===== src/pmr_regs_map.svh =====
/*
 * Register offsets, field positions, command codes, reset values and timing
 * counts of the margin command register bank.
 * Assumes a 100 MHz mclk and a bus target reached over two wires.
 */
// How it works
// trim code stored in bits 11..2 only
// straight binary; 8-bit variant drops two LSBs
// command 00h turns the output off
// command 80h turns the output on
// command A4h drives output to upper trim
// command 94h drives output to lower trim
// timeout, bad length, unpointed read set fault
// fault stays until host writes one
// revision register reads 2200h, read-only
// four target addresses chosen by strap pin
// saved settings reload after power cycle
// margin-low pending clears once code reached
// output starts powered down unless storage says
// unknown operation codes are ignored
`ifndef PMR_REGS_MAP_SVH
`define PMR_REGS_MAP_SVH

`define PMR_OFS_OPERATION  8'h01
`define PMR_OFS_DATA       8'h21
`define PMR_OFS_UPPER      8'h25
`define PMR_OFS_LOWER      8'h26
`define PMR_OFS_STATUS     8'h78
`define PMR_OFS_REVISION   8'h98

`define PMR_CMD_OFF        8'h00
`define PMR_CMD_ON         8'h80
`define PMR_CMD_HIGH       8'hA4
`define PMR_CMD_LOW        8'h94

`define PMR_REVISION_VALUE 16'h2200
`define PMR_CODE_RESET     10'h000
`define PMR_CODE_MSB       11
`define PMR_CODE_LSB       2
`define PMR_FAULT_BIT      9
`define PMR_EIGHT_BIT_MASK 10'h3FC
`define PMR_RAMP_STEPS     11'h400

`define PMR_TARGET_BASE    5'h12
`define PMR_BYTE_BITS      4'h8

`define PMR_TIMEOUT_MS     25
`define PMR_CLK_KHZ        100000
`define PMR_TIMEOUT_CYCLES (`PMR_TIMEOUT_MS * `PMR_CLK_KHZ)

`endif


===== src/pmr_pkg.sv =====
/*
 * Types of the margin command register bank.
 * Assumes pmr_regs_map.svh supplies all numeric constants except the state codes set here.
 */
package pmr_pkg;

    typedef enum logic [6:0] {
        ST_IDLE  = 7'h01,
        ST_ADDR  = 7'h02,
        ST_ACK   = 7'h04,
        ST_WRITE = 7'h08,
        ST_TX    = 7'h10,
        ST_MACK  = 7'h20,
        ST_WAIT  = 7'h40
    } pmr_state_type;

    typedef struct packed {
        logic       startOn;
        logic [9:0] dataCode;
        logic [9:0] upperTrim;
        logic [9:0] lowerTrim;
    } pmr_nvm_image_type;

endpackage


===== src/pmr_margin_regs.sv =====
/*
 * Margin command register bank behind a two-wire bus target: operation
 * command, trim codes, sticky fault status and protocol revision.
 * Assumes scl/sda are already synchronous to mclk and that the storage
 * macro presents its saved image on nvmImage whenever reset is released.
 */
`include "pmr_regs_map.svh"

module pmr_margin_regs
    import pmr_pkg::*;
#(
    parameter int unsigned TIMEOUT_CYCLES    = `PMR_TIMEOUT_CYCLES,
    parameter bit          EIGHT_BIT_VARIANT = 1'b0
) (
    input  wire logic              mclk,             // system clock, 100 MHz
    input  wire logic              reset,            // async reset, active high
    input  wire logic              sclIn,            // bus clock level
    input  wire logic              sdaIn,            // bus data level
    output logic                   sdaOut,           // data drive value, always low
    output logic                   sdaOe,            // pull data low while high
    input  wire logic [1:0]        addressStrapPin,  // strap connection code
    input  wire pmr_nvm_image_type nvmImage,         // saved settings image
    output logic [9:0]             outputCode,       // code applied to converter
    output logic                   outputOn,         // converter output enabled
    output logic                   commFaultFlag,    // sticky fault flag
    output logic                   marginLowPending  // margin-low still ramping
);

    localparam logic [21:0] TIMEOUT_LAST = 22'(TIMEOUT_CYCLES - 1);

    function automatic logic [9:0] maskCode(input logic [9:0] c);
        maskCode = EIGHT_BIT_VARIANT ? (c & `PMR_EIGHT_BIT_MASK) : c;
    endfunction

    // ****************************************
    // bus line conditions
    // ****************************************
    logic          sclPrev_ff, sdaPrev_ff;
    logic          sclRise, sclFall, startCond, stopCond;
    pmr_state_type state_ff;
    logic [7:0]    shift_ff, ptr_ff, msb_ff, wrAddr_ff;
    logic [3:0]    bitCnt_ff;
    logic [1:0]    byteIdx_ff, addrSel_ff;
    logic          isRead_ff, ptrValid_ff, wrStrobe_ff, sdaOe_ff, sdaOut_ff;
    logic [15:0]   wrData_ff, txWord;
    logic [7:0]    txByte;
    logic [21:0]   lowCnt_ff;
    logic          timeoutHit, byteDone, addrMatch, readNoPtr, badLength, overLength;
    logic [7:0]    opCmd_ff;
    logic [9:0]    lowerTrim_ff, upperTrim_ff, dataCode_ff, outputCode_ff, target;
    logic          nvmDone_ff, fault_ff, outputOn_ff, lowPending_ff;
    logic          clearFault, cmdValid, faultEvent;

    always_ff @(posedge mclk or posedge reset) begin
        if (reset) begin
            sclPrev_ff <= 1'b1;
            sdaPrev_ff <= 1'b1;
        end else begin
            sclPrev_ff <= sclIn;
            sdaPrev_ff <= sdaIn;
        end
    end

    assign sclRise   = sclIn & ~sclPrev_ff;
    assign sclFall   = ~sclIn & sclPrev_ff;
    assign startCond = sclIn & sclPrev_ff & sdaPrev_ff & ~sdaIn;
    assign stopCond  = sclIn & sclPrev_ff & ~sdaPrev_ff & sdaIn;
    assign byteDone  = sclFall & (bitCnt_ff == `PMR_BYTE_BITS);
    // strap address
    assign addrMatch = (shift_ff[7:1] == {`PMR_TARGET_BASE, addrSel_ff});
    // fault causes
    assign readNoPtr  = (state_ff == ST_ADDR) & byteDone & addrMatch & shift_ff[0] & ~ptrValid_ff;
    // the stop's own clock rise counts one bit; only more than that is a cut byte
    assign badLength  = stopCond & (state_ff == ST_WRITE) & ((bitCnt_ff > 4'h1) | (byteIdx_ff == 2'h2));
    assign overLength = (state_ff == ST_WRITE) & byteDone & (byteIdx_ff == 2'h3);
    assign timeoutHit = (lowCnt_ff == TIMEOUT_LAST);

    // ****************************************
    // bus timeout
    // ****************************************
    // held-low clock only counts inside a transfer, idle bus never faults
    always_ff @(posedge mclk or posedge reset) begin
        if (reset) begin
            lowCnt_ff <= 22'h00_0000;
        end else if (sclIn || state_ff == ST_IDLE || timeoutHit) begin
            lowCnt_ff <= 22'h00_0000;
        end else begin
            lowCnt_ff <= lowCnt_ff + 22'h00_0001;
        end
    end

    // ****************************************
    // read data
    // ****************************************
    always_comb begin
        txWord = 16'h0000;
        case (ptr_ff)
            `PMR_OFS_OPERATION: txWord = {opCmd_ff, 8'h00};
            `PMR_OFS_STATUS:    txWord[`PMR_FAULT_BIT] = fault_ff;
            // fixed revision
            `PMR_OFS_REVISION:  txWord = `PMR_REVISION_VALUE;
            default:            txWord = 16'h0000;
        endcase
        case (byteIdx_ff)
            2'h0:    txByte = txWord[15:8];
            2'h1:    txByte = txWord[7:0];
            default: txByte = 8'h00;
        endcase
    end

    // ****************************************
    // bus target sequencer
    // ****************************************
    always_ff @(posedge mclk or posedge reset) begin
        if (reset) begin
            state_ff    <= ST_IDLE;
            shift_ff    <= 8'h00;
            bitCnt_ff   <= 4'h0;
            byteIdx_ff  <= 2'h0;
            isRead_ff   <= 1'b0;
            ptrValid_ff <= 1'b0;
            ptr_ff      <= 8'h00;
            msb_ff      <= 8'h00;
            wrStrobe_ff <= 1'b0;
            wrAddr_ff   <= 8'h00;
            wrData_ff   <= 16'h0000;
            sdaOe_ff    <= 1'b0;
            sdaOut_ff   <= 1'b0;
        end else begin
            wrStrobe_ff <= 1'b0;
            sdaOut_ff   <= 1'b0;
            if (timeoutHit) begin
                state_ff <= ST_IDLE;
                sdaOe_ff <= 1'b0;
            end else if (startCond) begin
                // repeated start keeps the pointer for the read that follows
                state_ff   <= ST_ADDR;
                bitCnt_ff  <= 4'h0;
                byteIdx_ff <= 2'h0;
                sdaOe_ff   <= 1'b0;
            end else if (stopCond) begin
                state_ff    <= ST_IDLE;
                sdaOe_ff    <= 1'b0;
                ptrValid_ff <= 1'b0;
            end else begin
                case (state_ff)
                    ST_ADDR, ST_WRITE: begin
                        if (sclRise) begin
                            shift_ff  <= {shift_ff[6:0], sdaIn};
                            bitCnt_ff <= bitCnt_ff + 4'h1;
                        end else if (byteDone) begin
                            bitCnt_ff <= 4'h0;
                            if (state_ff == ST_ADDR) begin
                                // foreign address
                                if (!addrMatch || readNoPtr) begin
                                    state_ff <= ST_WAIT;
                                end else begin
                                    state_ff  <= ST_ACK;
                                    sdaOe_ff  <= 1'b1;
                                    isRead_ff <= shift_ff[0];
                                end
                            end else begin
                                state_ff <= ST_ACK;
                                sdaOe_ff <= 1'b1;
                                if (byteIdx_ff != 2'h3) begin
                                    byteIdx_ff <= byteIdx_ff + 2'h1;
                                end
                                if (byteIdx_ff == 2'h0) begin
                                    ptr_ff      <= shift_ff;
                                    ptrValid_ff <= 1'b1;
                                end
                                if (byteIdx_ff == 2'h1) begin
                                    msb_ff <= shift_ff;
                                end
                                if (byteIdx_ff == 2'h2) begin
                                    wrStrobe_ff <= 1'b1;
                                    wrAddr_ff   <= ptr_ff;
                                    wrData_ff   <= {msb_ff, shift_ff};
                                end
                            end
                        end
                    end
                    ST_ACK: begin
                        if (sclFall) begin
                            if (isRead_ff) begin
                                state_ff  <= ST_TX;
                                sdaOe_ff  <= ~txByte[7];
                                shift_ff  <= {txByte[6:0], 1'b0};
                                bitCnt_ff <= 4'h0;
                            end else begin
                                state_ff <= ST_WRITE;
                                sdaOe_ff <= 1'b0;
                            end
                        end
                    end
                    ST_TX: begin
                        if (sclRise) begin
                            bitCnt_ff <= bitCnt_ff + 4'h1;
                        end else if (byteDone) begin
                            state_ff  <= ST_MACK;
                            sdaOe_ff  <= 1'b0;
                            bitCnt_ff <= 4'h0;
                            if (byteIdx_ff != 2'h3) begin
                                byteIdx_ff <= byteIdx_ff + 2'h1;
                            end
                        end else if (sclFall) begin
                            sdaOe_ff <= ~shift_ff[7];
                            shift_ff <= {shift_ff[6:0], 1'b0};
                        end
                    end
                    ST_MACK: begin
                        if (sclRise) begin
                            state_ff <= sdaIn ? ST_WAIT : ST_ACK;
                        end
                    end
                    ST_IDLE, ST_WAIT: state_ff <= state_ff;
                    default:          state_ff <= ST_IDLE;
                endcase
            end
        end
    end

    // ****************************************
    // register file and storage reload
    // ****************************************
    assign cmdValid = (wrData_ff[15:8] == `PMR_CMD_OFF) | (wrData_ff[15:8] == `PMR_CMD_ON) |
                      (wrData_ff[15:8] == `PMR_CMD_HIGH) | (wrData_ff[15:8] == `PMR_CMD_LOW);

    always_ff @(posedge mclk or posedge reset) begin
        if (reset) begin
            nvmDone_ff   <= 1'b0;
            addrSel_ff   <= 2'h0;
            opCmd_ff     <= `PMR_CMD_OFF;
            lowerTrim_ff <= `PMR_CODE_RESET;
            upperTrim_ff <= `PMR_CODE_RESET;
            dataCode_ff  <= `PMR_CODE_RESET;
        end else if (!nvmDone_ff) begin
            // reload saved image
            nvmDone_ff   <= 1'b1;
            addrSel_ff   <= addressStrapPin;
            lowerTrim_ff <= maskCode(nvmImage.lowerTrim);
            upperTrim_ff <= maskCode(nvmImage.upperTrim);
            dataCode_ff  <= maskCode(nvmImage.dataCode);
            // default powered down
            opCmd_ff     <= nvmImage.startOn ? `PMR_CMD_ON : `PMR_CMD_OFF;
        end else if (wrStrobe_ff) begin
            case (wrAddr_ff)
                // accept known codes only
                `PMR_OFS_OPERATION: if (cmdValid) opCmd_ff <= wrData_ff[15:8];
                // trim field
                `PMR_OFS_LOWER: lowerTrim_ff <= maskCode(wrData_ff[`PMR_CODE_MSB:`PMR_CODE_LSB]);
                `PMR_OFS_UPPER: upperTrim_ff <= maskCode(wrData_ff[`PMR_CODE_MSB:`PMR_CODE_LSB]);
                `PMR_OFS_DATA:  dataCode_ff  <= maskCode(wrData_ff[`PMR_CODE_MSB:`PMR_CODE_LSB]);
                default:        dataCode_ff  <= dataCode_ff;
            endcase
        end
    end

    // ****************************************
    // sticky fault
    // ****************************************
    assign faultEvent = readNoPtr | badLength | overLength | timeoutHit;
    assign clearFault = wrStrobe_ff & (wrAddr_ff == `PMR_OFS_STATUS) & wrData_ff[`PMR_FAULT_BIT];

    // set wins over clear
    always_ff @(posedge mclk or posedge reset) begin
        if (reset) begin
            fault_ff <= 1'b0;
        end else begin
            fault_ff <= faultEvent | (fault_ff & ~clearFault);
        end
    end

    // ****************************************
    // output control
    // ****************************************
    always_comb begin
        case (opCmd_ff)
            `PMR_CMD_HIGH: target = upperTrim_ff;
            `PMR_CMD_LOW:  target = lowerTrim_ff;
            default:       target = dataCode_ff;
        endcase
    end

    // one code step per clock keeps the margin transition monotonic
    always_ff @(posedge mclk or posedge reset) begin
        if (reset) begin
            outputCode_ff <= `PMR_CODE_RESET;
            outputOn_ff   <= 1'b0;
        end else begin
            // output enable
            outputOn_ff <= (opCmd_ff != `PMR_CMD_OFF);
            // move toward trim
            if (outputCode_ff < target) begin
                outputCode_ff <= outputCode_ff + 10'h001;
            end else if (outputCode_ff > target) begin
                outputCode_ff <= outputCode_ff - 10'h001;
            end
        end
    end

    // self-clearing pending bit
    always_ff @(posedge mclk or posedge reset) begin
        if (reset) begin
            lowPending_ff <= 1'b0;
        end else if (wrStrobe_ff && wrAddr_ff == `PMR_OFS_OPERATION && wrData_ff[15:8] == `PMR_CMD_LOW) begin
            lowPending_ff <= 1'b1;
        end else if (opCmd_ff == `PMR_CMD_LOW && outputCode_ff == lowerTrim_ff) begin
            lowPending_ff <= 1'b0;
        end
    end

    assign sdaOut           = sdaOut_ff;
    assign sdaOe            = sdaOe_ff;
    assign outputCode       = outputCode_ff;
    assign outputOn         = outputOn_ff;
    assign commFaultFlag    = fault_ff;
    assign marginLowPending = lowPending_ff;

    logic wrOp, wrLow;
    assign wrOp  = wrStrobe_ff & nvmDone_ff & (wrAddr_ff == `PMR_OFS_OPERATION);
    assign wrLow = wrStrobe_ff & nvmDone_ff & (wrAddr_ff == `PMR_OFS_LOWER);

    // ramp watchdogs
    // a full-scale ramp is longer than a delay range may reach, so count it here
    logic [10:0] rampHighCnt_ff, rampLowCnt_ff;
    always_ff @(posedge mclk or posedge reset) begin
        if (reset) begin
            rampHighCnt_ff <= 11'h000;
            rampLowCnt_ff  <= 11'h000;
        end else begin
            rampHighCnt_ff <= (wrStrobe_ff || opCmd_ff != `PMR_CMD_HIGH || outputCode_ff == upperTrim_ff) ?
                              11'h000 : rampHighCnt_ff + 11'h001;
            rampLowCnt_ff  <= (wrStrobe_ff || opCmd_ff != `PMR_CMD_LOW || outputCode_ff == lowerTrim_ff) ?
                              11'h000 : rampLowCnt_ff + 11'h001;
        end
    end
endmodule


===== config.mk =====
export PLATFORM = sky130hd
export DESIGN_NAME = pmr_margin_regs
export DESIGN_NICKNAME = d
export VERILOG_FILES = /design/src/pmr_pkg.sv /design/src/pmr_margin_regs.sv
export VERILOG_INCLUDE_DIRS = /design/src
export SDC_FILE = /design/constraint.sdc
export NUM_CORES = 1
export LEC_CHECK = 0
export BUFFER_PORTS_ARGS = -buffer_cell sky130_fd_sc_hd__buf_2
export CELL_PAD_IN_SITES_DETAIL_PLACEMENT = 1
export CELL_PAD_IN_SITES_GLOBAL_PLACEMENT = 2
export CORE_MARGIN = 5
export CORE_UTILIZATION = 43
export DETAILED_ROUTE_END_ITERATION = 10
export GPL_ROUTABILITY_DRIVEN = 0
export GPL_TIMING_DRIVEN = 1
export PLACE_DENSITY = 0.94
export SETUP_SLACK_MARGIN = 0.5
export SLEW_MARGIN = 20
export SYNTH_ARGS = -nofsm -noshare
export SYNTH_HDL_FRONTEND = slang
export SYNTH_SLANG_ARGS = --single-unit

===== constraint.sdc =====
create_clock -name mclk -period 9.8 [get_ports mclk]
set_clock_uncertainty 0.15 [all_clocks]
set_input_delay 0.98 -clock mclk [delete_from_list [all_inputs] [get_ports mclk]]
set_output_delay 0.98 -clock mclk [all_outputs]
set_load 0.01 [all_outputs]

# Yosys cells after proc, flatten, opt, wreduce, memory -nomap -nowiden
# Index checks and enable logic that the tools add are counted.
# totals
register_bits,143
output_inout_bits,15
# classes
addsub,5
order_cmp,3
n_eq_ne,60
mux,88
n_bitwise,41
reduce_logical,36
# ops
cell,count
2-to-1 mux 10 bit,11
2-to-1 mux 8 bit,11
2-to-1 mux 7 bit,12
== test 8 bit (second input constant),6
AND reduction 8 bit,5
case mux 7 bit (5 select lines),1
inequality test 5 bit (second input constant),6
2-to-1 mux 1 bit,28
== test 8 x 6 -> 1 bit (second input constant),3
2-to-1 mux 4 bit,6
case mux 8 bit (3 select lines),1
adder 22 x 1 -> 22 bit (second input constant),1
== test 22 bit (second input constant),1
2-to-1 mux 22 bit,1
inequality test 3 bit (second input constant),7
AND reduction 7 bit,3
inequality test 2 bit (second input constant),10
case mux 10 bit (2 select lines),1
AND 1 bit,19
== test 8 x 1 -> 1 bit (second input constant),2
== test 8 x 7 -> 1 bit (second input constant),2
2-to-1 mux 2 bit,8
case mux 8 bit (2 select lines),1
inverter 1 bit,14
45 further kinds,73

# Logic depth before layout (Yosys ltp)
# Gate-level depths: netlist of run 1.
# logic_depth
depth_word,16
mapped_depth,18

# Least setup slack after synthesis of run 1
# No wires, ideal clock.
# synth_path
kind,reg-to-reg
from,reg opCmd_ff[0]
to,"reg outputCode_ff[9], in the netlist outputCode[9]"
arrival_time_ns,4.502
t_required_ns,9.523
setup_slack_ns,5.021
stages_incl_launch_ff,19
period_less_slack_ns,4.779
cell_sequence,dfrtp_1 nor3_1 nand3_1 nor4b_1 clkbuf_1 a22o_1 a21oi_1 ha_1 and4_1 o2111a_1 a2111oi_2 inv_1 ha_1 a21oi_1 nand2_1 a2111oi_0 o31ai_1 mux2i_1 xnor2_1
# synth_via
elab_chain_cells,4
word_cells_on_any_way,7
cone_classes,2 x order compare; 2 x eq/ne; 2 x mux; 1 x reduce/logical
# synth_rtl
item,line,source
from (decl),pmr_margin_regs.sv:49,logic [7:0] opCmd_ff;
from (signal assigned),pmr_margin_regs.sv:233,opCmd_ff <= `PMR_CMD_OFF;
from (signal assigned),pmr_margin_regs.sv:245,opCmd_ff <= nvmImage.startOn ? `PMR_CMD_ON : `PMR_CMD_OFF;
from (signal assigned),pmr_margin_regs.sv:249,`PMR_OFS_OPERATION: if (cmdValid) opCmd_ff <= wrData_ff[15:8];
== test 8 bit,pmr_margin_regs.sv:278,case (opCmd_ff)
case mux 10 bit (2 select lines) (*),pmr_margin_regs.sv:278,
< comparator 10 bit or > comparator 10 bit (tied branches),"pmr_margin_regs.sv:294, pmr_margin_regs.sv:296",
2-to-1 mux 10 bit or nonzero test 2 bit (tied branches),--,
to (signal assigned),pmr_margin_regs.sv:288,outputCode_ff <= `PMR_CODE_RESET;
to (signal assigned),pmr_margin_regs.sv:295,outputCode_ff <= outputCode_ff + 10'h001;
to (signal assigned),pmr_margin_regs.sv:297,outputCode_ff <= outputCode_ff - 10'h001;
to (decl),pmr_margin_regs.sv:50,"logic [9:0] lowerTrim_ff, upperTrim_ff, dataCode_ff, outputCode_ff, target;"
# Mark *: on every way between the ends. The rest lies on a longest branch, timed or not.
# A chain may end at the register's enable or synchronous reset.

# Worst setup path after layout of run 1
# Same ends and word-level chain as after synthesis.

==> results of run 1 <==
==> sequential cells by signal, summed over array words and instances (netlist names), 10 cells and up <==
signal and cells:
lowCnt_ff 22, dataCode_ff 10, outputCode 10, lowerTrim_ff 10, upperTrim_ff 10, wrData_ff 14
==> layout make-up <==
cell class	instances	area [um^2]	share of cell area
flip-flops and latches	141	3533	0.4111
clock inverters	10	90.09	0.01048
inverters	16	65.06	0.007569
repair buffers	53	272.8	0.03173
well taps	225	281.5	0.03275
multi-input cells	542	3882	0.4517
clock buffers	21	470.5	0.05473
==> layout by cell type, fill, tap and decap left out, types with 4 or more instances in the layout <==
cell,netlist,final
nand4_1,14,14
clkbuf_16,0,17
a22o_1,10,10
nand3_1,21,21
nor2b_1,8,8
xor2_1,25,25
nor3_1,12,12
nor4_1,7,7
a21oi_1,63,63
xnor2_1,17,17
or3_1,4,4
and4_1,4,4
and2_1,6,6
buf_2,2,50
dfrtp_1,138,137
mux2_2,50,50
a31oi_1,5,5
o21ai_0,17,17
nand2_1,39,39
and3_1,8,8
clkinv_2,0,4
nor4b_1,5,4
nand2b_1,6,6
nand4b_1,4,4
nor2_1,87,87
inv_1,16,15
mux2i_1,33,33
o31ai_1,5,5
ha_1,27,27
==> worst paths after layout <==
path                       cells after the start               startpoint                   endpoint  slack (ps)
max                                           17  opCmd_ff[0]$_DFFE_PP0P_  outputCode[9]$_DFFE_PP0P_        3710
max in group asynchronous                      3                    reset    opCmd_ff[3]$_DFFE_PP0P_        7610
min                                            1  ptrValid_ff$_DFFE_PP0P_    commFaultFlag$_DFF_PP0_         340
min reg2reg                                    1  ptrValid_ff$_DFFE_PP0P_    commFaultFlag$_DFF_PP0_         340
max reg2reg                                   17  opCmd_ff[0]$_DFFE_PP0P_  outputCode[9]$_DFFE_PP0P_        3710
min in group asynchronous                      2                    reset   wrAddr_ff[1]$_DFFE_PP0P_         490
==> metal layers <==
metal / up-vias / global-route usage / routed length [um]
met1: 2957 / 0.2519 / 8467
met3: 34 / 0.04032 / 819
met5: - / 0 / 0
met4: 0 / 0.08054 / 522
li1: 2712 / - / -
met2: 118 / 0.3670 / 10610
==> report_power, final <==
part | total (mW) | switching (mW) | internal, mW
combinational | 0.551 | 0.306 | 0.245
clock | 0.620 | 0.253 | 0.367
sequential | 0.710 | 0.0754 | 0.635
total | 1.88 | 0.634 | 1.25
==> kinds of logic (layout without fill, tap and decap cells) <==
logic type | after synthesis | in the layout | synth area share
mux | 83 | 83 | 0.1182
fa+ha+maj | 28 | 28 | 0.04733
compound gates | 138 | 138 | 0.1223
simple gates | 249 | 249 | 0.1752
flops | 141 | 141 | 0.4672
xor+xnor | 42 | 42 | 0.04865
buf+inv | 39 | 100 | 0.02019
other cells | 2 | 2 | 0.0009933
==> per-stage QoR <==
| stage | instances | total power, mW | util | hold WS [ps] | cell area [um^2] |
|---|---|---|---|---|---|
| floorplan | 722 | 1.101 | - | 296.0 | 7561 |
| global placement | 977 | 1.221 | 0.4646 | 324.2 | 8035 |
| detailed placement | 977 | 1.265 | 0.4646 | 332.5 | 8035 |
| CTS | 1008 | 1.894 | 0.4970 | 339.6 | 8596 |
| global route | 1008 | 1.988 | 0.4970 | 351.2 | 8596 |
| finish | 1008 | 1.881 | 0.4970 | 341.7 | 8596 |
==> results.sh, run 1 <==
export IMPL_floorplan_initialDensity=0.4371
export IMPL_setup_viol=0
export IMPL_hp_class="reg2reg"
export IMPL_status="completed"
export IMPL_drive_gt1_frac=0.2133
export IMPL_synth_async_sr_flop_share=1.000
export IMPL_cts_buffers=17
export IMPL_drt_pass1_iter_count=5
export IMPL_htreeDepth=4
export IMPL_setup_worst_path_class="reg2reg"
export IMPL_cts_root_buffer="clkbuf_16"
export IMPL_fin_crit_ps=6093
export IMPL_crit_slowest_cell="nor4b_2"
export IMPL_ant_nets=0
export IMPL_cp_top_family="compound AO/OA/AOI/OAI gates"
export IMPL_num_vias=5821
export IMPL_cp_cell_sequence="nor3_1 -> nand3_1 -> nor4b_2 -> nor2_1 -> a21oi_1 -> ha_1 -> a41oi_1 -> o21ai_0 -> a2111oi_2 -> inv_1 -> ha_1 -> a21oi_1 -> nor2_1 -> a2111oi_0 -> o31ai_1 -> mux2i_1 -> xnor2_1"
export IMPL_antenna_found_initial=0
export IMPL_grt_use_total=0.2085
export IMPL_tightest_slew_ps=1001
export IMPL_antenna_cells=0
export IMPL_synth_top_cell_area_share=0.4567
export IMPL_syn2layout_area_growth_pct=13.69
export IMPL_arrival_ps=6250
export IMPL_synth_seq_area_share=0.4672
export IMPL_cp_slowest_stage_delay_ps=840
export IMPL_post_place_ws_ps=3831
export IMPL_ir_drop_v=0.0001495
export IMPL_fp_dieW_um=142.6
export IMPL_synthFlopType="dfrtp_1"
export IMPL_coreArea_um2=17300
export IMPL_post_route_drc_count=0
export IMPL_grt_pass1_vias=6272
export IMPL_clk_pin_slew_ps=60
export IMPL_synth_seq_cells=141
export IMPL_finalSetupTns_ps=0
export IMPL_start_kind="flop"
export IMPL_cts_setup_buffers=0
export IMPL_layout_nets=836
export IMPL_yosysTopAreaCell="dfrtp_1"
export IMPL_initialDrtViolationCount=261
export IMPL_postCtsHoldBufs=0
export IMPL_synth_commonest_cells="138 x dfrtp_1, 87 x nor2_1, 63 x a21oi_1"
export IMPL_yosysWarnings=0
export IMPL_final_setup_worst_slack_ps=3707
export IMPL_wl_per_cell_um=20.26
export IMPL_slew_headroom=0.3266
export IMPL_min_period_over_period=0.6217
export IMPL_hpwl_um=14730
export IMPL_hold_viol_final=0
export IMPL_postSynthCellCount=722
export IMPL_report_final_slew_viol_count=0
export IMPL_clkSinkCount=141
export IMPL_yosysMostFrequentCell="dfrtp_1"
export IMPL_grt_max_degree=77
export IMPL_cts_tree="yes"
export IMPL_rsz0062_at_grt="no"
export IMPL_cp_num_buf_inv=1
export IMPL_p_per_area_nw_per_um2=218.8
export IMPL_syn_avg_cell_area_um2=10.47
export IMPL_wl_um=20420
export IMPL_yosysUniqueCellTypes=77
export IMPL_worstPathMaxFanout=12
export IMPL_synth_area_leaders="dfrtp_1 46%, mux2_2 7.4%, ha_1 4.5%"
export IMPL_synth_nets=787
export IMPL_max_freq_ghz=0.1641
export IMPL_overflow=0
export IMPL_synth_edff_count=0
export IMPL_io_pins=52
export IMPL_clkLatencyLatePin_ps=430
export IMPL_rows=48
export IMPL_p_leak_nw=4.042
export IMPL_fp_dieH_um=142.6
export IMPL_io_buffers=50
export IMPL_die_area_um2=20340
export IMPL_drv_cap=0
export IMPL_netlist_area_um2=7561
export IMPL_required_ps=9960
export IMPL_end_kind="flop"
export IMPL_routed_via_density=5.775
export IMPL_postCtsResizedCells=0
export IMPL_fillers=1923
export IMPL_clockBufferDepth=2
export IMPL_grt_first_pass_wirelength_um=33220
(Power assumes the default switching activity.)
==> inputs of run 2 (changes only) <==
- ABC_AREA: unset -> 1
- CORE_UTILIZATION: 43 -> 37
- PLACE_DENSITY: 0.94 -> 0.9
- clock period: 9.8 -> 5.8 ns (I/O delays scaled with it)
==> run 2 against run 1 <==
Compared with the run above:
- fmax grew 36%
- worst hold slack worse by 200 ps
- clock power grew 79%
- register-to-register slack lost 2400 ps
- core utilization down 7.4 points
- critical path depth grew 1
- sequential power rose by 73%
- count of clock-buffer cells in the layout fell by 2
- critical path type unchanged
- critical endpoint is now outputCode[6]$_DFFE_PP0P_
- largest cell class unchanged
==> results.sh, run 2 <==
export IMPL_fp_dieW_um=158.2
export IMPL_synth_nets=1083
export IMPL_crit_top_cell="nand2_1"
export IMPL_mostFrequentLayoutCells="237 x nand2_1, 138 x dfrtp_1, 109 x inv_1, 72 x nor2_1, 72 x o21ai_0"
export IMPL_post_place_ws_ps=1320
export IMPL_drt_pass1_iter_count=4
export IMPL_fin_cells=1361
export IMPL_required_ps=6000
export IMPL_drv_cap=0
export IMPL_coreArea_um2=21760
export IMPL_antenna_cells=0
export IMPL_crit_slowest_cell="o211ai_2"
export IMPL_max_freq_ghz=0.2234
export IMPL_fin_crit_ps=4477
export IMPL_ir_drop_v=0.0002152
export IMPL_clockBufferDepth=2
export IMPL_layout_nets=1133
export IMPL_cp_cell_sequence="nor4_1 -> nand2_1 -> inv_1 -> nor2_1 -> a21oi_1 -> ha_1 -> nand2_1 -> nor2_1 -> nand4_1 -> o211ai_2 -> inv_1 -> fa_1 -> o21ai_0 -> nand2_1 -> nand2_1 -> a21oi_1 -> xor2_1 -> o21ai_0"
export IMPL_routed_via_density=5.225
export IMPL_clkSinkCount=141
export IMPL_postSynthCellCount=1018
export IMPL_start_kind="flop"
export IMPL_htreeDepth=4
export IMPL_clkLatencyLatePin_ps=430
export IMPL_whs_ps=136.9
export IMPL_min_period_over_period=0.7719
export IMPL_end_kind="flop"
export IMPL_grt_pass1_vias=7457
export IMPL_synth_seq_cells=141
export IMPL_floorplan_initialDensity=0.3734
export IMPL_synth_commonest_cells="237 x nand2_1, 138 x dfrtp_1, 110 x inv_1"
export IMPL_yosysTopAreaCell="dfrtp_1"
export IMPL_synth_top_cell_area_share=0.4251
export IMPL_cp_slowest_stage_delay_ps=460
export IMPL_syn_avg_cell_area_um2=7.980
export IMPL_dp_cells=1329
export IMPL_postCtsResizedCells=0
export IMPL_synthFlopType="dfrtp_1"
export IMPL_p_leak_nw=4.265
export IMPL_grt_max_degree=88
export IMPL_worstPathMaxFanout=12
export IMPL_final_setup_worst_slack_ps=1323
export IMPL_syn2layout_area_growth_pct=13.15
export IMPL_num_vias=7111
export IMPL_status="completed"
export IMPL_grt_first_pass_wirelength_um=38070
export IMPL_io_buffers=50
export IMPL_report_final_slew_viol_count=0
export IMPL_synth_seq_area_share=0.4348
export IMPL_antenna_found_initial=0
export IMPL_worstReg2RegEnd="outputCode[6]$_DFFE_PP0P_"
export IMPL_post_route_drc_count=0
export IMPL_setup_worst_path_class="reg2reg"
export IMPL_rsz0062_at_grt="no"
export IMPL_hpwl_um=17070
export IMPL_cts_buffers=17
export IMPL_wl_per_cell_um=16.90
export IMPL_yosysMostFrequentCell="nand2_1"
export IMPL_io_pins=52
export IMPL_fp_dieH_um=158.2
export IMPL_top_register="lowCnt_ff"
export IMPL_overflow=0
export IMPL_fillers=2710
export IMPL_clk_pin_slew_ps=60
export IMPL_largest_reg_flops=22
export IMPL_drive_gt1_frac=0.1526
export IMPL_top_regs="lowCnt_ff x22, wrData_ff x14"
export IMPL_r2r_start="opCmd_ff[0]$_DFFE_PP0P_"
export IMPL_grt_use_total=0.1920
export IMPL_slew_headroom=0.3521
export IMPL_wl_um=23010
export IMPL_arrival_ps=4680
export IMPL_yosysWarnings=0
export IMPL_cts_root_buffer="clkbuf_16"
export IMPL_initialDrtViolationCount=337
export IMPL_whs_path_depth=1
export IMPL_cts_tree="yes"
export IMPL_final_common_cell="nand2_1"
export IMPL_tightest_slew_ps=968.8
export IMPL_synth_async_sr_flop_share=1.000
export IMPL_netlist_area_um2=8124
export IMPL_p_per_area_nw_per_um2=383.1
export IMPL_r2r_slack_ps=1320
export IMPL_r2r_cells=18
export IMPL_ant_nets=0
export IMPL_hold_viol_final=0
export IMPL_yosysUniqueCellTypes=50
export IMPL_hp_class="in2reg"
export IMPL_rows=54
export IMPL_hp_start="sclIn"
export IMPL_min_delay_worst_endpoint="sclPrev_ff$_DFF_PP1_"
export IMPL_cts_setup_buffers=0
export IMPL_synth_edff_count=0
export IMPL_setup_viol=0
export IMPL_power_mw=3.522
export IMPL_finalSetupTns_ps=0
export IMPL_die_area_um2=25020
export IMPL_postCtsHoldBufs=0
export IMPL_synth_area_leaders="dfrtp_1 43%, nand2_1 11%, inv_1 5.1%"
-- run 2: cell types whose count changed in the layout (fill, tap and decap cells not counted), sizes merged, moves of 28 or more --
cell / previous run / this run
inv: 17 / 126
mux2: 50 / 0
mux2i: 33 / 0
nand2: 40 / 255
nand3: 23 / 51
o21ai: 19 / 109
-- run 2: final cells by class --
cell class | count | area [um^2] | share of cell area
clock inverter | 13 | 147.6 | 0.01606
tap | 280 | 350.3 | 0.03811
inverter | 128 | 491.7 | 0.05349
multi-input combinational | 728 | 3963 | 0.4311
sequential | 141 | 3532 | 0.3842
timing repair buffer | 52 | 265.3 | 0.02886
clock buffer | 19 | 442.9 | 0.04818
-- run 2: critical path: cells and delay by family, from the launching register on --
| kind | cells | cell delay [ps] |
|---|---|---|
| AO/OA/AOI/OAI | 5 | 1290 |
| XOR/XNOR | 1 | 140 |
| adder cells (fa/ha/maj) | 2 | 590 |
| buffers and inverters | 2 | 450 |
| flip-flops | 1 | 440 |
| AND/OR/NAND/NOR | 8 | 1350 |
-- run 2: logic make-up after synthesis --
family	count (synthesis)	share of synthesized area
simple gates	467	0.2704
compound gates	209	0.1486
buf+inv	149	0.07747
flops	141	0.4348
fa+ha+maj	28	0.04405
xor+xnor	22	0.02372
other cells	2	0.0009244
-- run 2: how the worst max path moves through the flow --
stage                                 start                   endpoint  slack (ps)  depth (start not counted)
finish              opCmd_ff[0]$_DFFE_PP0P_  outputCode[6]$_DFFE_PP0P_        1320                         18
CTS                 opCmd_ff[0]$_DFFE_PP0P_  outputCode[6]$_DFFE_PP0P_        1280                         18
floorplan                             reset  addrSel_ff[0]$_DFFE_PP0N_        1290                          1
detailed placement  opCmd_ff[0]$_DFFE_PP0P_  outputCode[6]$_DFFE_PP0P_        1320                         18
global route        opCmd_ff[0]$_DFFE_PP0P_  outputCode[6]$_DFFE_PP0P_         730                         18
global placement    opCmd_ff[0]$_DFFE_PP0P_  outputCode[6]$_DFFE_PP0P_        1530                         18
-- run 2: stage by stage --
| step | instance area (um^2) | util |
|---|---|---|
| 4_1_cts | 9193 | 0.4225 |
| 3_5_place_dp | 8602 | 0.3954 |
| 6_report | 9193 | 0.4225 |
| 2_1_floorplan | 8124 | - |
| 5_1_grt | 9193 | 0.4225 |
| 3_3_place_gp | 8602 | 0.3954 |
-- run 2: per-layer routing --
metal / GRT usage / vias to the layer above / share of wire / wire length, um
met5: 0 / - / 0 / 0
met4: 0.05199 / 0 / 0.012 / 281
met3: 0.03144 / 26 / 0.034 / 788
met2: 0.3352 / 100 / 0.50 / 11450
met1: 0.2471 / 3510 / 0.46 / 10480
li1: - / 3475 / - / -
-- run 2: report_power, final --
part | internal, mW | switching (mW)
combinational | 0.463 | 0.719
clock | 0.682 | 0.432
sequential | 1.09 | 0.134
==> inputs of run 3 (changes only) <==
- CORE_UTILIZATION: 37 -> 33
- PLACE_DENSITY: 0.9 -> 0.85
- clock period: 5.8 -> 3.9 ns (I/O delays scaled with it)
==> run 3 against run 2 <==
Compared with the run above:
- sequential share of layout area shrank 2.3 points
- total power is 75% higher
- core utilization down 1.9 points
- die area up 11%
- cell count increased by 5.4%
- worst hold slack got worse by 110 ps
- largest power group is now combinational logic
- non-clock buffer count rose by 29
==> results.sh, run 3 (synthesis results as in run 2) <==
export IMPL_drv_cap=0
export IMPL_top_register="lowCnt_ff"
export IMPL_floorplan_initialDensity=0.3350
export IMPL_max_freq_ghz=0.2652
export IMPL_dp_cells=1380
export IMPL_cp_slowest_stage_delay_ps=430
export IMPL_routed_via_density=5.036
export IMPL_rows=57
export IMPL_io_pins=52
export IMPL_crit_slowest_cell="dfrtp_2"
export IMPL_report_final_slew_viol_count=0
export IMPL_end_kind="flop"
export IMPL_clkSinkCount=141
export IMPL_grt_use_total=0.1743
export IMPL_worstPathMaxFanout=6
export IMPL_arrival_ps=3920
export IMPL_layout_nets=1162
export IMPL_r2r_start="opCmd_ff[3]$_DFFE_PP0P_"
export IMPL_fin_crit_ps=3770
export IMPL_post_route_drc_count=0
export IMPL_final_common_cell="nand2_1"
export IMPL_largest_reg_flops=22
export IMPL_worstReg2RegEnd="outputCode[7]$_DFFE_PP0P_"
export IMPL_cts_tree="yes"
export IMPL_cts_buffers=17
export IMPL_r2r_slack_ps=130
export IMPL_mostFrequentLayoutCells="231 x nand2_1, 137 x dfrtp_1, 105 x inv_1, 68 x nor2_1, 66 x o21ai_0"
export IMPL_io_buffers=50
export IMPL_fp_dieW_um=166.9
export IMPL_drive_gt1_frac=0.2072
export IMPL_clockBufferDepth=2
export IMPL_start_kind="flop"
export IMPL_drt_pass1_iter_count=4
export IMPL_fillers=2964
export IMPL_p_leak_nw=4.452
export IMPL_required_ps=4050
export IMPL_setup_worst_path_class="reg2reg"
export IMPL_slew_headroom=0.3509
export IMPL_top_regs="lowCnt_ff x22, wrData_ff x14"
export IMPL_rsz0062_at_grt="yes"
export IMPL_fp_dieH_um=166.9
export IMPL_cts_root_buffer="clkbuf_16"
export IMPL_r2r_cells=20
export IMPL_antenna_cells=0
export IMPL_multi_input_area_um2=4189
export IMPL_syn2layout_area_growth_pct=20.47
export IMPL_grt_first_pass_wirelength_um=39850
export IMPL_hpwl_um=17680
export IMPL_wl_per_cell_um=16.77
export IMPL_die_area_um2=27860
export IMPL_cp_cell_sequence="nor4_4 -> nand2_1 -> inv_2 -> buf_12 -> a22o_4 -> a21oi_2 -> ha_1 -> nand2_2 -> nor2_4 -> nand4_1 -> o211ai_4 -> buf_12 -> ha_4 -> a21oi_4 -> nand2_2 -> a21oi_2 -> nor2_1 -> nor2_1 -> xor2_1 -> o21ai_1"
export IMPL_fin_cells=1434
export IMPL_cp_top_family="simple AND/OR/NAND/NOR gates"
export IMPL_htreeDepth=4
export IMPL_hold_viol_final=0
export IMPL_clk_pin_slew_ps=60
export IMPL_regArea_um2=3533
export IMPL_status="completed"
export IMPL_wl_um=24040
export IMPL_p_per_area_nw_per_um2=629.4
export IMPL_grt_max_degree=61
export IMPL_num_vias=7222
export IMPL_antenna_found_initial=0
export IMPL_initialDrtViolationCount=409
export IMPL_cp_num_buf_inv=3
export IMPL_power_mw=6.160
export IMPL_min_period_over_period=0.9667
export IMPL_setup_viol=0
export IMPL_overflow=0
export IMPL_coreArea_um2=24250
export IMPL_hp_class="in2async"
export IMPL_grt_pass1_vias=7684
export IMPL_clkLatencyLatePin_ps=420
export IMPL_ir_drop_v=0.0004841
export IMPL_tightest_slew_ps=970.6
export IMPL_ant_nets=0
[run 3: worst max path at each step]
stage / start / endpoint / cells past startpoint
after floorplan: opCmd_ff[2]$_DFFE_PP0P_ / outputCode[7]$_DFFE_PP0P_ / 20
after global placement: opCmd_ff[2]$_DFFE_PP0P_ / outputCode[9]$_DFFE_PP0P_ / 21
after detailed placement: opCmd_ff[2]$_DFFE_PP0P_ / outputCode[9]$_DFFE_PP0P_ / 21
after CTS: opCmd_ff[3]$_DFFE_PP0P_ / outputCode[7]$_DFFE_PP0P_ / 20
after global routing: opCmd_ff[3]$_DFFE_PP0P_ / outputCode[7]$_DFFE_PP0P_ / 20
final: opCmd_ff[3]$_DFFE_PP0P_ / outputCode[7]$_DFFE_PP0P_ / 20
[run 3: layer usage]
metal	GRT usage	up-vias	share of wire
li1	-	3530	-
met1	0.2215	3543	0.45
met2	0.3017	119	0.50
met3	0.03579	30	0.033
met4	0.04803	0	0.016
met5	0	-	0
[run 3: layout make-up]
cell class                 count  share of cell area
tap                          324             0.04142
clock inverter                 9             0.01368
clock buffer                  23             0.04986
sequential                   141              0.3610
timing repair buffer          81             0.05587
inverter                     128             0.05012
multi-input combinational    728              0.4280
[run 3: what timing repair did]
item / CTS / global route
pin swaps: 22 / 15
hold endpoints to repair: 2 / 0
hold buffers: 2 / 0
setup endpoints to repair: 9 / 9
resized for setup: 24 / 21
setup buffers: 17 / 2
cloned: 1 / 0
[run 3: through the flow]
stage / utilization / instance area [um^2] / worst slack, ps / hold WS [ps] / TNS, ps
2_1_floorplan: - / 8198 / 425.7 / 244.5 / 0
3_3_place_gp: 0.3625 / 8791 / 92.04 / 305.3 / 0
3_5_place_dp: 0.3625 / 8791 / -100.3 / 315.7 / -108.2
4_1_cts: 0.3993 / 9683 / 231.1 / 21.91 / 0
5_1_grt: 0.4036 / 9787 / -40.93 / 42.13 / -61.42
6_report: 0.4036 / 9787 / 130.0 / 23.10 / 0
[run 3: report_power, final]
part | total, mW | switching, mW | internal [mW]
combinational | 2.60 | 1.43 | 1.17
clock | 1.72 | 0.648 | 1.08
sequential | 1.84 | 0.212 | 1.62
total | 6.16 | 2.29 | 3.87
[run 3: worst reg2reg max path: cells and delay by family (launching register included)]
family,cells,cell delay (ps)
xor gates and xnor gates,1,180
DFF,1,430
buffers and inverters,3,380
and+or+nand+nor,8,1110
adders and majority gates,2,530
AOI/OAI and AO/OA,6,870
